File: src/verilog/hbpg_pkg.sv
// package for the half-bridge pwm gate sequencer: register map, fields, states
// assumes a 32-bit apb slave with byte addresses and cycle-based timing
package hbpg_pkg;
  // register byte offsets
  localparam logic [7:0] A_CTRL = 8'h00;
  localparam logic [7:0] A_CCP = 8'h04;
  localparam logic [7:0] A_TARGET = 8'h08;
  localparam logic [7:0] A_CURRENT = 8'h0c;
  localparam logic [7:0] A_PREDIS = 8'h10;
  localparam logic [7:0] A_STATUS = 8'h14;
  localparam logic [7:0] A_MEAS = 8'h18;
  // control field positions
  localparam int F_AGC = 0;
  localparam int F_GEN_EN = 2;
  localparam int F_DEEP = 3;
  localparam int F_BANK = 4;
  localparam int F_MODE = 5;
  localparam int F_PWM_EN = 7;
  // bridge_mode_select encodings
  localparam logic [1:0] MODE_HS_PWM = 2'h1;
  localparam logic [1:0] MODE_LS_PWM = 2'h2;
  // gate_adapt_select encodings
  localparam logic [1:0] AGC_PLAIN = 2'h0;
  localparam logic [1:0] AGC_PDIS = 2'h1;
  // gate current codes: five bits, 00000 lowest to 11111 highest
  localparam int CW = 5;
  localparam logic [4:0] CODE_MIN = 5'h00;
  localparam logic [4:0] CODE_MAX = 5'h1f;
  // reset values
  localparam logic [31:0] RST_CTRL = 32'h0000_0020;
  localparam logic [7:0] RST_CCP = 8'h10;
  localparam logic [7:0] RST_TGT = 8'h08;
  localparam logic [7:0] RST_PTIME = 8'h04;
  // regulation windows, in pwm cycles
  localparam logic [3:0] REG_MATCH_N = 4'h8;
  localparam int REG_WIN = 8;
  localparam logic [3:0] REG_FLIPS = 4'h3;
  // synchroniser length, in pclk cycles
  localparam int SYNC_STAGES = 3;
  // gate sequencing states, gray along the adaptive path from S_OFF to S_DIS
  typedef enum logic [2:0] {
    S_OFF = 3'h0,
    S_WAIT_ON = 3'h1,
    S_PRECHG = 3'h3,
    S_CHG = 3'h2,
    S_SYM = 3'h6,
    S_PREDIS = 3'h7,
    S_DIS = 3'h5
  } hbpg_state_type;
endpackage

File: src/verilog/hbpg_sync.sv
// pin synchroniser: four flops per bit, a change counts once stages two and three agree
// assumes asynchronous pins and a single pclk domain
`timescale 1ns/1ps
module hbpg_sync
  import hbpg_pkg::*;
#(
  parameter int W = 3
)(
  // clock and reset
  input wire logic pclk,
  input wire logic presetn,
  // pins and synchronised levels
  input wire logic [W-1:0] pin,
  output logic [W-1:0] level
);
  typedef struct packed {
    logic [W-1:0] s1;
    logic [W-1:0] s2;
    logic [W-1:0] s3;
    logic [W-1:0] lv;
  } hbpg_sync_type;
  hbpg_sync_type s_r, s_nxt;

  // first stage only feeds the second, so metastability never reaches a decision
  always_comb
  begin
    s_nxt = s_r;
    s_nxt.s1 = pin;
    s_nxt.s2 = s_r.s1;
    s_nxt.s3 = s_r.s2;
    for (int i = 0; i < W; i++)
    begin
      if (s_r.s2[i] == s_r.s3[i])
      begin
        s_nxt.lv[i] = s_r.s3[i];
      end
    end
  end

  always_ff @(posedge pclk or negedge presetn)
  begin
    if (!presetn)
    begin
      s_r <= '0;
    end
    else
    begin
      s_r <= s_nxt;
    end
  end

  assign level = s_r.lv;
endmodule

File: src/verilog/hbpg_core.sv
// half-bridge pwm gate sequencer with apb register file
// assumes pins are asynchronous to pclk; gate outputs feed analog drivers
// Operation
// - high-side generator pwm sequences like low-side load on inverted pwm
// - delays and edge times are applied and measured on the active mosfet
// - one delay regulated flag, meaningful only in adaptive modes 10 and 11
// - flag sets after eight consecutive cycles with delays matching targets
// - flag sets after three error sign flips within the last eight cycles
// - deep adaptation splits precharge and predischarge into two current steps
// - leave deep adaptation when unregulated and precharge time indivisible
// - modes 00 and 01 stop regulation but still report measured delays
// - mode 00 sequences as adaptive without precharge and predischarge
// - mode 01 adds predischarge using the initial predischarge code
// - very low or high duty disables active free-wheeling
// - short off-time: pwm mosfet active, load assumed, delayed one fw ccp
// - high duty holds the opposite mosfet off
// - short on-time: pwm mosfet active, load assumed, delayed one ccp
// - delays still measured at very low or very high duty, but not used for adaptation
// - gate currents chosen from 32 steps
// - bank select 0 routes to active charge and discharge registers
// - bank select 1 routes to the free-wheel current register
// - current codes are five bits, 00000 lowest, 11111 highest
// - external pwm is synchronised to pclk with a fixed delay
//
// Implementation choices: the register offsets and the APB slave port.
`timescale 1ns/1ps
module hbpg_core
  import hbpg_pkg::*;
(
  // clock and reset
  input wire logic pclk,
  input wire logic presetn,
  // apb slave
  input wire logic psel,
  input wire logic penable,
  input wire logic pwrite,
  input wire logic [7:0] paddr,
  input wire logic [31:0] pwdata,
  output logic [31:0] prdata,
  output logic pready,
  output logic pslverr,
  // pins from the bridge and the pwm source
  input wire logic pwm_pin,
  input wire logic gen_sense_pin,
  input wire logic bridge_switched_pin,
  // gate drive
  output logic hs_on,
  output logic ls_on,
  output logic [4:0] hs_code,
  output logic [4:0] ls_code
);
  typedef struct packed {
    logic [31:0] rdata;
    logic rdy;
    logic err;
    logic [7:0] ctrl;
    logic [7:0] ccp_act;
    logic [7:0] ccp_fw;
    logic [7:0] tgt_on;
    logic [7:0] tgt_off;
    logic [4:0] act_chg;
    logic [4:0] act_dis;
    logic [4:0] fw_chg;
    logic [4:0] fw_dis;
    logic [4:0] pdis_init;
    logic [7:0] pdis_time;
    logic [7:0] pchg_time;
    hbpg_state_type st;
    logic [7:0] tmr;
    logic pwm_d;
    logic sw_d;
    logic gen;
    logic low_duty;
    logic high_duty;
    logic [7:0] on_cnt;
    logic [7:0] off_cnt;
    logic [7:0] dly_cnt;
    logic [7:0] meas_on;
    logic [7:0] meas_off;
    logic got_on;
    logic got_off;
    logic [4:0] pre_code;
    logic [4:0] pdis_code;
    logic [3:0] match_cnt;
    logic [REG_WIN-1:0] sign_hist;
    logic regulated;
    logic deep;
    logic [3:0] miss_cnt;
    logic fw_on;
    logic hs;
    logic ls;
    logic [4:0] hcode;
    logic [4:0] lcode;
  } hbpg_core_type;
  hbpg_core_type s_r, s_nxt;

  logic [2:0] pins_s;
  logic pwm_s, gen_s, sw_s;
  logic eff_pwm, hs_pwm, act_is_hs, special, adaptive, wr, rd;
  logic [4:0] act_code;

  // pins are asynchronous: one synchroniser for all three
  hbpg_sync #(.W(3)) u_sync (
    .pclk(pclk),
    .presetn(presetn),
    .pin({bridge_switched_pin, gen_sense_pin, pwm_pin}),
    .level(pins_s)
  );
  assign pwm_s = pins_s[0];
  assign gen_s = pins_s[1];
  assign sw_s = pins_s[2];

  // saturating step of a five-bit code
  function automatic logic [4:0] step_code(input logic [4:0] c, input logic up);
    logic [4:0] r;
    r = c;
    if (up && c != CODE_MAX)
    begin
      r = c + 5'h01;
    end
    else if (!up && c != CODE_MIN)
    begin
      r = c - 5'h01;
    end
    return r;
  endfunction

  // 8-bit saturating increment
  function automatic logic [7:0] inc8(input logic [7:0] v);
    return (v == 8'hff) ? v : v + 8'h01;
  endfunction

  // count sign changes between neighbours of the history window
  function automatic logic [3:0] flips(input logic [REG_WIN-1:0] h);
    logic [3:0] n;
    n = 4'h0;
    for (int i = 1; i < REG_WIN; i++)
    begin
      n = n + {3'h0, h[i] ^ h[i-1]};
    end
    return n;
  endfunction

  // mode decode and role swap
  assign hs_pwm = (s_r.ctrl[F_MODE +: 2] == MODE_HS_PWM);
  assign adaptive = s_r.ctrl[F_AGC + 1];
  assign special = s_r.low_duty | s_r.high_duty;
  assign eff_pwm = s_r.gen ? ~pwm_s : pwm_s;
  assign act_is_hs = hs_pwm ^ s_r.gen;
  assign wr = psel & penable & pwrite & s_r.rdy;
  assign rd = psel & penable & ~pwrite & ~s_r.rdy;

  always_comb
  begin
    s_nxt = s_r;
    act_code = s_r.act_chg;
    // apb: one wait state, decode on the access phase, writes land with pready
    s_nxt.rdy = psel & penable & ~s_r.rdy;
    s_nxt.err = 1'b0;
    if (psel & penable & ~s_r.rdy)
    begin
      s_nxt.err = !(paddr inside {A_CTRL, A_CCP, A_TARGET, A_CURRENT, A_PREDIS,
                                  A_STATUS, A_MEAS}) || (paddr[1:0] != 2'h0);
    end
    if (rd)
    begin
      case (paddr)
        A_CTRL: s_nxt.rdata = {24'h0, s_r.ctrl};
        A_CCP: s_nxt.rdata = {16'h0, s_r.ccp_fw, s_r.ccp_act};
        A_TARGET: s_nxt.rdata = {16'h0, s_r.tgt_off, s_r.tgt_on};
        A_CURRENT: s_nxt.rdata = s_r.ctrl[F_BANK] ? {22'h0, s_r.fw_dis, s_r.fw_chg}
                                                  : {22'h0, s_r.act_dis, s_r.act_chg};
        A_PREDIS: s_nxt.rdata = {8'h0, s_r.pchg_time, s_r.pdis_time, 3'h0, s_r.pdis_init};
        A_STATUS: s_nxt.rdata = {19'h0, s_r.pre_code, 3'h0, s_r.gen, s_r.high_duty,
                                 s_r.low_duty, s_r.deep, s_r.regulated};
        A_MEAS: s_nxt.rdata = {16'h0, s_r.meas_off, s_r.meas_on};
        default: s_nxt.rdata = 32'h0;
      endcase
    end
    if (wr)
    begin
      case (paddr)
        A_CTRL: s_nxt.ctrl = pwdata[7:0];
        A_CCP:
        begin
          s_nxt.ccp_act = pwdata[7:0];
          s_nxt.ccp_fw = pwdata[15:8];
        end
        A_TARGET:
        begin
          s_nxt.tgt_on = pwdata[7:0];
          s_nxt.tgt_off = pwdata[15:8];
        end
        A_CURRENT:
        begin
          if (s_r.ctrl[F_BANK])
          begin
            s_nxt.fw_chg = pwdata[4:0];
            s_nxt.fw_dis = pwdata[9:5];
          end
          else
          begin
            s_nxt.act_chg = pwdata[4:0];
            s_nxt.act_dis = pwdata[9:5];
          end
        end
        A_PREDIS:
        begin
          s_nxt.pdis_init = pwdata[4:0];
          s_nxt.pdis_time = pwdata[15:8];
          s_nxt.pchg_time = pwdata[23:16];
        end
        default: ;
      endcase
      // enabling pwm reloads the adaptive codes and re-arms deep adaptation
      if (paddr == A_CTRL && pwdata[F_PWM_EN] && !s_r.ctrl[F_PWM_EN])
      begin
        s_nxt.pre_code = s_r.act_chg;
        s_nxt.pdis_code = s_r.pdis_init;
        s_nxt.deep = pwdata[F_DEEP];
        s_nxt.miss_cnt = 4'h0;
      end
    end

    // duty evaluation once per period, on the raw synchronised pwm
    s_nxt.pwm_d = pwm_s;
    s_nxt.sw_d = sw_s;
    s_nxt.on_cnt = pwm_s ? inc8(s_r.on_cnt) : 8'h00;
    s_nxt.off_cnt = pwm_s ? 8'h00 : inc8(s_r.off_cnt);
    if (pwm_s && !s_r.pwm_d)
    begin
      s_nxt.high_duty = (s_r.off_cnt < s_r.ccp_act);
    end
    if (!pwm_s && s_r.pwm_d)
    begin
      s_nxt.low_duty = (s_r.on_cnt < s_r.ccp_fw);
      // extreme duty forces load operation; roles are fixed per period
      s_nxt.gen = s_r.ctrl[F_GEN_EN] & gen_s & ~s_nxt.low_duty & ~s_r.high_duty;
    end

    // switching delay measurement from gate command to bridge feedback
    s_nxt.dly_cnt = inc8(s_r.dly_cnt);
    if (s_r.st == S_CHG && !s_r.got_on && sw_s != s_r.sw_d)
    begin
      s_nxt.got_on = 1'b1;
      s_nxt.meas_on = s_r.dly_cnt;
    end
    if (s_r.st == S_DIS && !s_r.got_off && sw_s != s_r.sw_d)
    begin
      s_nxt.got_off = 1'b1;
      s_nxt.meas_off = s_r.dly_cnt;
    end

    // gate sequencer for the active mosfet
    s_nxt.tmr = (s_r.tmr != 8'h00) ? s_r.tmr - 8'h01 : 8'h00;
    case (s_r.st)
      S_OFF:
      begin
        // free-wheel only when duty is normal and pwm is enabled
        s_nxt.fw_on = ~special & s_r.ctrl[F_PWM_EN];
        if (eff_pwm && s_r.ctrl[F_PWM_EN])
        begin
          s_nxt.fw_on = 1'b0;
          s_nxt.tmr = s_r.ccp_fw;
          s_nxt.st = S_WAIT_ON;
        end
      end
      S_WAIT_ON:
      begin
        if (s_r.tmr == 8'h00)
        begin
          s_nxt.dly_cnt = 8'h00;
          s_nxt.got_on = 1'b0;
          if (s_r.ctrl[F_AGC +: 2] == AGC_PLAIN || s_r.ctrl[F_AGC +: 2] == AGC_PDIS)
          begin
            s_nxt.st = S_CHG;
          end
          else
          begin
            s_nxt.tmr = s_r.pchg_time;
            s_nxt.st = S_PRECHG;
          end
        end
      end
      S_PRECHG:
      begin
        act_code = s_r.pre_code;
        // deep mode: second half of precharge runs one step lower
        if (s_r.deep && s_r.tmr <= (s_r.pchg_time >> 1))
        begin
          act_code = step_code(s_r.pre_code, 1'b0);
        end
        if (s_r.tmr == 8'h00)
        begin
          s_nxt.st = S_CHG;
        end
      end
      S_CHG:
      begin
        if (!eff_pwm)
        begin
          s_nxt.tmr = s_r.ccp_fw;
          s_nxt.st = S_SYM;
        end
      end
      S_SYM:
      begin
        if (s_r.tmr == 8'h00)
        begin
          s_nxt.dly_cnt = 8'h00;
          s_nxt.got_off = 1'b0;
          s_nxt.tmr = s_r.ccp_act;
          if (s_r.ctrl[F_AGC +: 2] == AGC_PLAIN)
          begin
            s_nxt.st = S_DIS;
          end
          else
          begin
            s_nxt.st = S_PREDIS;
          end
        end
      end
      S_PREDIS:
      begin
        act_code = adaptive ? s_r.pdis_code : s_r.pdis_init;
        if (adaptive && s_r.deep && s_r.tmr <= (s_r.ccp_act >> 1))
        begin
          act_code = step_code(s_r.pdis_code, 1'b0);
        end
        if ((adaptive ? s_r.pchg_time : s_r.pdis_time) >= s_r.ccp_act - s_r.tmr)
        begin
          s_nxt.st = S_PREDIS;
        end
        else
        begin
          s_nxt.st = S_DIS;
        end
        if (s_r.tmr == 8'h00)
        begin
          s_nxt.st = S_OFF;
        end
      end
      S_DIS:
      begin
        if (s_r.tmr == 8'h00)
        begin
          s_nxt.st = S_OFF;
        end
      end
      default: s_nxt.st = S_OFF;
    endcase
    if (s_r.st == S_CHG)
    begin
      act_code = s_r.act_chg;
    end
    if (s_r.st == S_DIS || s_r.st == S_OFF || s_r.st == S_WAIT_ON || s_r.st == S_SYM)
    begin
      act_code = (s_r.st == S_WAIT_ON) ? s_r.act_chg : s_r.act_dis;
    end

    // adaptation and regulation at each period end; skipped at extreme duty
    if (eff_pwm && s_r.st == S_OFF && s_r.got_on && s_r.got_off && !special)
    begin
      s_nxt.got_on = 1'b0;
      s_nxt.got_off = 1'b0;
      if (adaptive)
      begin
        if (s_r.meas_on != s_r.tgt_on)
        begin
          s_nxt.pre_code = step_code(s_r.pre_code, s_r.meas_on > s_r.tgt_on);
        end
        if (s_r.meas_off != s_r.tgt_off)
        begin
          s_nxt.pdis_code = step_code(s_r.pdis_code, s_r.meas_off > s_r.tgt_off);
        end
        if (s_r.meas_on == s_r.tgt_on && s_r.meas_off == s_r.tgt_off)
        begin
          s_nxt.match_cnt = (s_r.match_cnt == REG_MATCH_N) ? s_r.match_cnt
                                                          : s_r.match_cnt + 4'h1;
        end
        else
        begin
          s_nxt.match_cnt = 4'h0;
        end
        s_nxt.sign_hist = {s_r.sign_hist[REG_WIN-2:0], s_r.meas_on > s_r.tgt_on};
        s_nxt.regulated = (s_nxt.match_cnt == REG_MATCH_N) ||
                          (flips(s_nxt.sign_hist) >= REG_FLIPS);
        // unregulated with a precharge too short to split: single step again
        if (s_r.deep && !s_nxt.regulated && s_r.pchg_time < 8'h02)
        begin
          s_nxt.miss_cnt = s_r.miss_cnt + 4'h1;
          if (s_r.miss_cnt == REG_MATCH_N - 4'h1)
          begin
            s_nxt.deep = 1'b0;
          end
        end
      end
    end
    if (!adaptive)
    begin
      s_nxt.regulated = 1'b0;
      s_nxt.match_cnt = 4'h0;
    end

    // map active and free-wheel roles onto the two gates
    s_nxt.hs = act_is_hs ? (s_nxt.st inside {S_PRECHG, S_CHG, S_SYM}) : s_nxt.fw_on;
    s_nxt.ls = act_is_hs ? s_nxt.fw_on : (s_nxt.st inside {S_PRECHG, S_CHG, S_SYM});
    s_nxt.hcode = act_is_hs ? act_code : (s_nxt.fw_on ? s_r.fw_chg : s_r.fw_dis);
    s_nxt.lcode = act_is_hs ? (s_nxt.fw_on ? s_r.fw_chg : s_r.fw_dis) : act_code;
  end

  always_ff @(posedge pclk or negedge presetn)
  begin
    if (!presetn)
    begin
      s_r <= '0;
      s_r.ctrl <= RST_CTRL[7:0];
      s_r.ccp_act <= RST_CCP;
      s_r.ccp_fw <= RST_CCP;
      s_r.tgt_on <= RST_TGT;
      s_r.tgt_off <= RST_TGT;
      s_r.pchg_time <= RST_PTIME;
      s_r.pdis_time <= RST_PTIME;
      s_r.st <= S_OFF;
    end
    else
    begin
      s_r <= s_nxt;
    end
  end

  assign prdata = s_r.rdata;
  assign pready = s_r.rdy;
  assign pslverr = s_r.err;
  assign hs_on = s_r.hs;
  assign ls_on = s_r.ls;
  assign hs_code = s_r.hcode;
  assign ls_code = s_r.lcode;
endmodule

File: config.mk
export PLATFORM = sky130hd
export DESIGN_NAME = hbpg_core
export DESIGN_NICKNAME = d
export VERILOG_FILES = /design/src/verilog/hbpg_pkg.sv /design/src/verilog/hbpg_sync.sv /design/src/verilog/hbpg_core.sv
export SDC_FILE = /design/constraint.sdc
export NUM_CORES = 1
export LEC_CHECK = 0
export ABC_AREA = 0
export BUFFER_PORTS_ARGS = -buffer_cell sky130_fd_sc_hd__buf_2
export CAP_MARGIN = 0
export CORE_MARGIN = 2
export CORE_UTILIZATION = 51
export DETAILED_ROUTE_END_ITERATION = 10
export GPL_TIMING_DRIVEN = 0
export PLACE_DENSITY_LB_ADDON = 0.3
export SLEW_MARGIN = 20
export SYNTH_ARGS = -nofsm -noshare
export SYNTH_HDL_FRONTEND = slang
export SYNTH_HIERARCHICAL = 1
export SYNTH_SLANG_ARGS = --single-unit
File: constraint.sdc
create_clock -name pclk -period 4.2 [get_ports pclk]
set_input_delay 0.84 -clock pclk [delete_from_list [all_inputs] [get_ports pclk]]
set_output_delay 0.84 -clock pclk [all_outputs]
set_load 0.01 [all_outputs]
Word-level counts from Yosys, hierarchy flattened --
Cells that the tools add are included.
Cells by class: $add $sub $neg 17, multipliers 0, divide/modulo/power cells 0, order comparisons 9, equality and inequality tests 38, shift operators 0, muxes and demuxes 68, bitwise gates (word level) 26, reductions and logical operators 57
Operator list (count):
- $pmux 24 s7 | 1
- $mux 5 | 20
- $mux 8 | 10
- $mux 11 | 4
- $pmux 8 s4 | 1
- $mux 10 | 3
- $mux 30 | 1
- $mux 28 | 1
- $add 8x1->8 const B | 3
- $eq 8x5->1 const B | 3
- $eq 8x8->1 const B | 3
- $logic_and 1x1->1 | 23
- $pmux 3 s7 | 1
- $mux 4 | 5
- $eq 8x4->1 const B | 2
- $eq 8x8->1 | 2
- $gt 8x8->1 | 2
- $le 8x7->1 | 2
- $logic_not 8->1 | 2
- $lt 8x8->1 | 2
- $ne 8x8->1 | 2
- $mux 1 | 15
- $add 4x1->4 | 3
- $eq 3x2->1 const B | 4
- other kinds (42) | 100
Word-level totals: register bits 226, latch bits 0, memory bits (writable) 0, bits in read-only memories 0, input bits 48, output and inout port bits 46, word-level logic and storage cells 262, memories kept 0

Depth between registers and ports, before layout --
word-level depth 17, depth in mapped cells 19, depth with buffers taken out 18

Modules after synthesis --
The synthesis kept the hierarchy.
By module, submodules not included:
- hbpg_core | instances 1, cells each 1274, area each 12577.1 um^2, sequential area each 5138.7 um^2
- hbpg_sync | instances 1, cells each 18, area each 356.6 um^2, sequential area each 300.3 um^2

Worst setup path after synthesis --
OpenSTA, ideal clock, no wires.
path kind reg2reg, from register s_r[56] in the netlist's numbering, to register s_r[16] in the netlist's numbering, setup time 80 ps, arrival 4542 ps, data required time 4120 ps, path slack -422 ps, stages on the path, launching flop included 18, buffers on the path 1, clock period less this slack 4622 ps, cells stage by stage dfrtp_1 ha_1 or4_1 o2bb2ai_1 a21oi_1 inv_1 nor2_1 xnor2_1 fa_1 fa_1 fa_1 inv_1 fa_1 a21o_1 a311o_1 buf_6 or3_1 o211ai_2
RTL lines:
- from (decl) | line hbpg_core.sv:95 | hbpg_core_type s_r, s_nxt;
- from (signal assigned) | line hbpg_core.sv:428 | s_r <= s_nxt;

==> results by group <==
Final layout
  • Most frequent cells in the layout: dfrtp_1 (210), mux2_2 (114), nor2_1 (111)
  • Antenna diode count: 0
  • Commonest non-fill, non-tap cell in the layout: dfrtp_1
  • Nets: 1563
  • Final core occ: 60.3%
  • FILL cells: 2111
  • Layout cell share with drive strength beyond 1: 25.7%
  • Layout area overhead: 16.7%
  • Register Area: 5440 µm²
  • Area occupied by multi-input gates: 6880 µm²

STA
  • Max frequency: 220 MHz
  • Worst setup margin: -0.355 ns
  • Slew margin rel.: 26.8%
  • Final slew viol count: 0
  • Unrepaired setup endpoints after global routing: true
  • Final Critical Period: 4.56 ns
  • Slew @ Worst Pin: 1.09 ns
  • Hold slack final: 0.157 ns
  • Final hold vios: 0
  • Clock Skews: 0.0216 ns
  • # setup viols final: 7
  • Crit share post-route: 108%

Synth
  • Cell count after synthesis: 1292
  • Synth unique cells: 81
  • Sequential area share after synthesis: 42.1%
  • Yosys top cell area share: 40.6%
  • Main synth FF type: dfrtp_1
  • Async set or reset register ratio after synthesis: 100%
  • Post-Syn Area per Cell: 10.0 µm²
  • #FFs+latches synth: 217
  • Mapped Area: 12900 µm²
  • Warning count from the yosys run: 6
  • Synth top area cells: dfrtp_1 (41%), mux2_2 (9.9%), ha_1 (7.2%)
  • Yosys top cell by area: dfrtp_1
  • Post-synth EDFFs: 0

Outcome
  • Failing checks: negative setup slack
  • Status: complete, but fails checks

Hold path
  • Min-delay worst type: input pin to asynchronous set/reset pin

Floorplan
  • Die W: 163 µm
  • Cell Rows: 58
  • Initial Utilization: 51.7%
  • Core Region: 25000 µm²
  • I/O pin count: 94
  • Die area: 26700 µm²
  • Chip height: 163 µm

Global routing
  • Gr ovfl total: 0
  • Total Routing Usage GR: 28.7%
  • Largest net degree at the start of global routing: 99
  • Vias in the first global route: 10100
  • Initial antenna violation count: 0
  • First-pass GRT wire length: 58.9 mm

Placement
  • I/O Buffers: 76
  • Detailed placement HPWL: 28.1 mm
  • RePlAce Congestion: 0.936

Worst setup path
  • Crit path DAT: 5.02 ns
  • Reg2reg setup slack: -0.36 ns
  • Crit-path max FO: 4
  • Reg2reg end: s_r[16]
  • Crit-path cells: inv_1 > ha_2 > or4_4 > o2bb2ai_4 > a21oi_4 > inv_2 > nor2_4 > xnor2_2 > fa_1 > fa_1 > fa_2 > inv_2 > fa_1 > a21o_1 > a311o_1 > buf_6 > or3_4 > o211ai_2
  • Top cell by count, worst path: fa_1
  • Setup crit end kind: flop
  • CP max stage delay: 0.57 ns
  • CP max stage cell: or4_4
  • Worst R2R Path Depth: 18
  • CP Launch Type: flop
  • R2R Path Start: s_r[155]
  • Critical path type: flop to flop
  • Worst EP required: 4.66 ns

Power and ir drop
  • Pwr Density: 458 nW/µm²
  • VDD IR max: 0.000376 V
  • Total Power: 0.00691 W
  • Pleak: 6.99 nW

Clocking
  • H-tree lvl count: 1
  • Clock-pin slew on the worst setup and hold paths: 0.06 ns
  • Skew-Pair Late Insertion Delay: 0.54 ns
  • Worst-case clock buffer depth: 3
  • Clock root cell: clkbuf_16
  • CTS Buf Count: 24
  • CTS tree: done
  • Clock sink count: 217

Detailed routing
  • Via count: 10600
  • Pre-antenna DRT Iters: 7
  • WL/cell: 21.3 µm
  • Detailed Route Iter0 Violations: 1296
  • DR DRC count: 0
  • Vias per cell: 5.97
  • Final WL: 38.0 mm
  • Antenna Nets Post-Route: 0

Job
  • Max_cap viols: 0
[worst max-delay path, delay by kind of cell, from the launching register on]
kind,cells,cell delay [ns]
adder cells (fa/ha/maj),5,1.86
AND/OR/NAND/NOR,3,0.94
AO/OA/AOI/OAI,5,0.81
flip-flops,1,0.36
buffers and inverters,4,0.36
XOR/XNOR,1,0.14
[sequential cells by signal, summed over array words and instances (netlist names)]
signal and cells:
ls_on 1, ls_code 5, hs_code 5, prdata 24
u_sync/s_r 3, hs_on 1, u_sync/s_nxt 6, u_sync/level 3
pready 1, adaptive 1, pslverr 1, s_r 166
[area by class of cell]
type	instances	share of cell area, %
plain buffers	95	3.64
multi-input cells	913	45.6
flip-flops and latches	217	36.0
repair buffers	111	4.74
clock inverters	7	0.431
clock buffers	36	5.01
inverters	74	1.84
well taps	330	2.73
[cell usage after synthesis, types with 5 or more instances]
cell	instances
a31oi_1	25
nand2b_1	10
a211oi_1	6
o22ai_1	12
clkbuf_1	38
mux2_2	114
nand4_1	14
nand3b_1	9
nor3_1	29
buf_4	46
or3_1	7
nand2_1	99
a22oi_1	21
ha_1	74
o21ai_0	46
inv_1	74
buf_1	5
nand3_1	37
a21oi_1	49
nor2_1	115
fa_1	5
a222oi_1	5
or4_1	6
nor2b_1	15
dfrtp_1	210
a221oi_1	10
a21o_1	8
dfstp_2	7
xnor2_1	23
mux2i_1	45
xor2_1	13
and3_1	15
[layer usage]
layer | track usage (%) | wire length, µm
met5 | 0 | 0
met4 | 9.61 | 1370
met3 | 5.43 | 3600
met2 | 43.5 | 16700
met1 | 41.5 | 16400
[how the worst max path moves through the flow]
stage / to / slack [ns] / cells past startpoint / from
final: s_r[16] / -0.36 / 18 / s_r[155]
after global placement: s_r[23] / -1.49 / 1 / presetn
after CTS: s_r[16] / -0.35 / 17 / s_r[58]
after global routing: s_r[16] / -0.47 / 18 / s_r[151]
after detailed placement: s_r[16] / -0.60 / 16 / s_r[151]
after floorplan: s_r[16] / -0.18 / 17 / s_r[58]
[kinds of logic (layout without fill, tap and decap cells)]
logic type,after synthesis,in the layout,synth area share [%]
AND/OR/NAND/NOR,388,388,14.8
AO/OA/AOI/OAI,239,239,12.5
flip-flops,217,217,42.1
buffers and inverters,169,323,6.39
multiplexers,159,159,13.4
adder cells (fa/ha/maj),82,82,8.19
XOR/XNOR,37,37,2.56
other,1,8,0.0290
[power by group]
part / internal, W / switching, W
clock: 0.00130 / 0.000883
combinational: 0.00115 / 0.00113
sequential: 0.00224 / 0.000204
[timing repair]
item / CTS / global route
gates resized for setup: 12 / 19
endpoints found under the setup margin: 6 / 7
setup buffers: 32 / 3
hold buffers: 0 / 0
pin swaps: 5 / 6
[through the flow]
stage               std cells  area [µm²]  setup TNS, ns  worst slack, ns
floorplan                1299       13000         -0.250           -0.177
global placement         1705       13800        -309.02            -1.49
detailed placement       1707       13900          -2.57           -0.602
CTS                      1782       15000          -1.76           -0.354
global route             1783       15100          -2.57           -0.472
finish                   1783       15100          -1.68           -0.355
No activity file was read; power rests on OpenSTA's default activity.
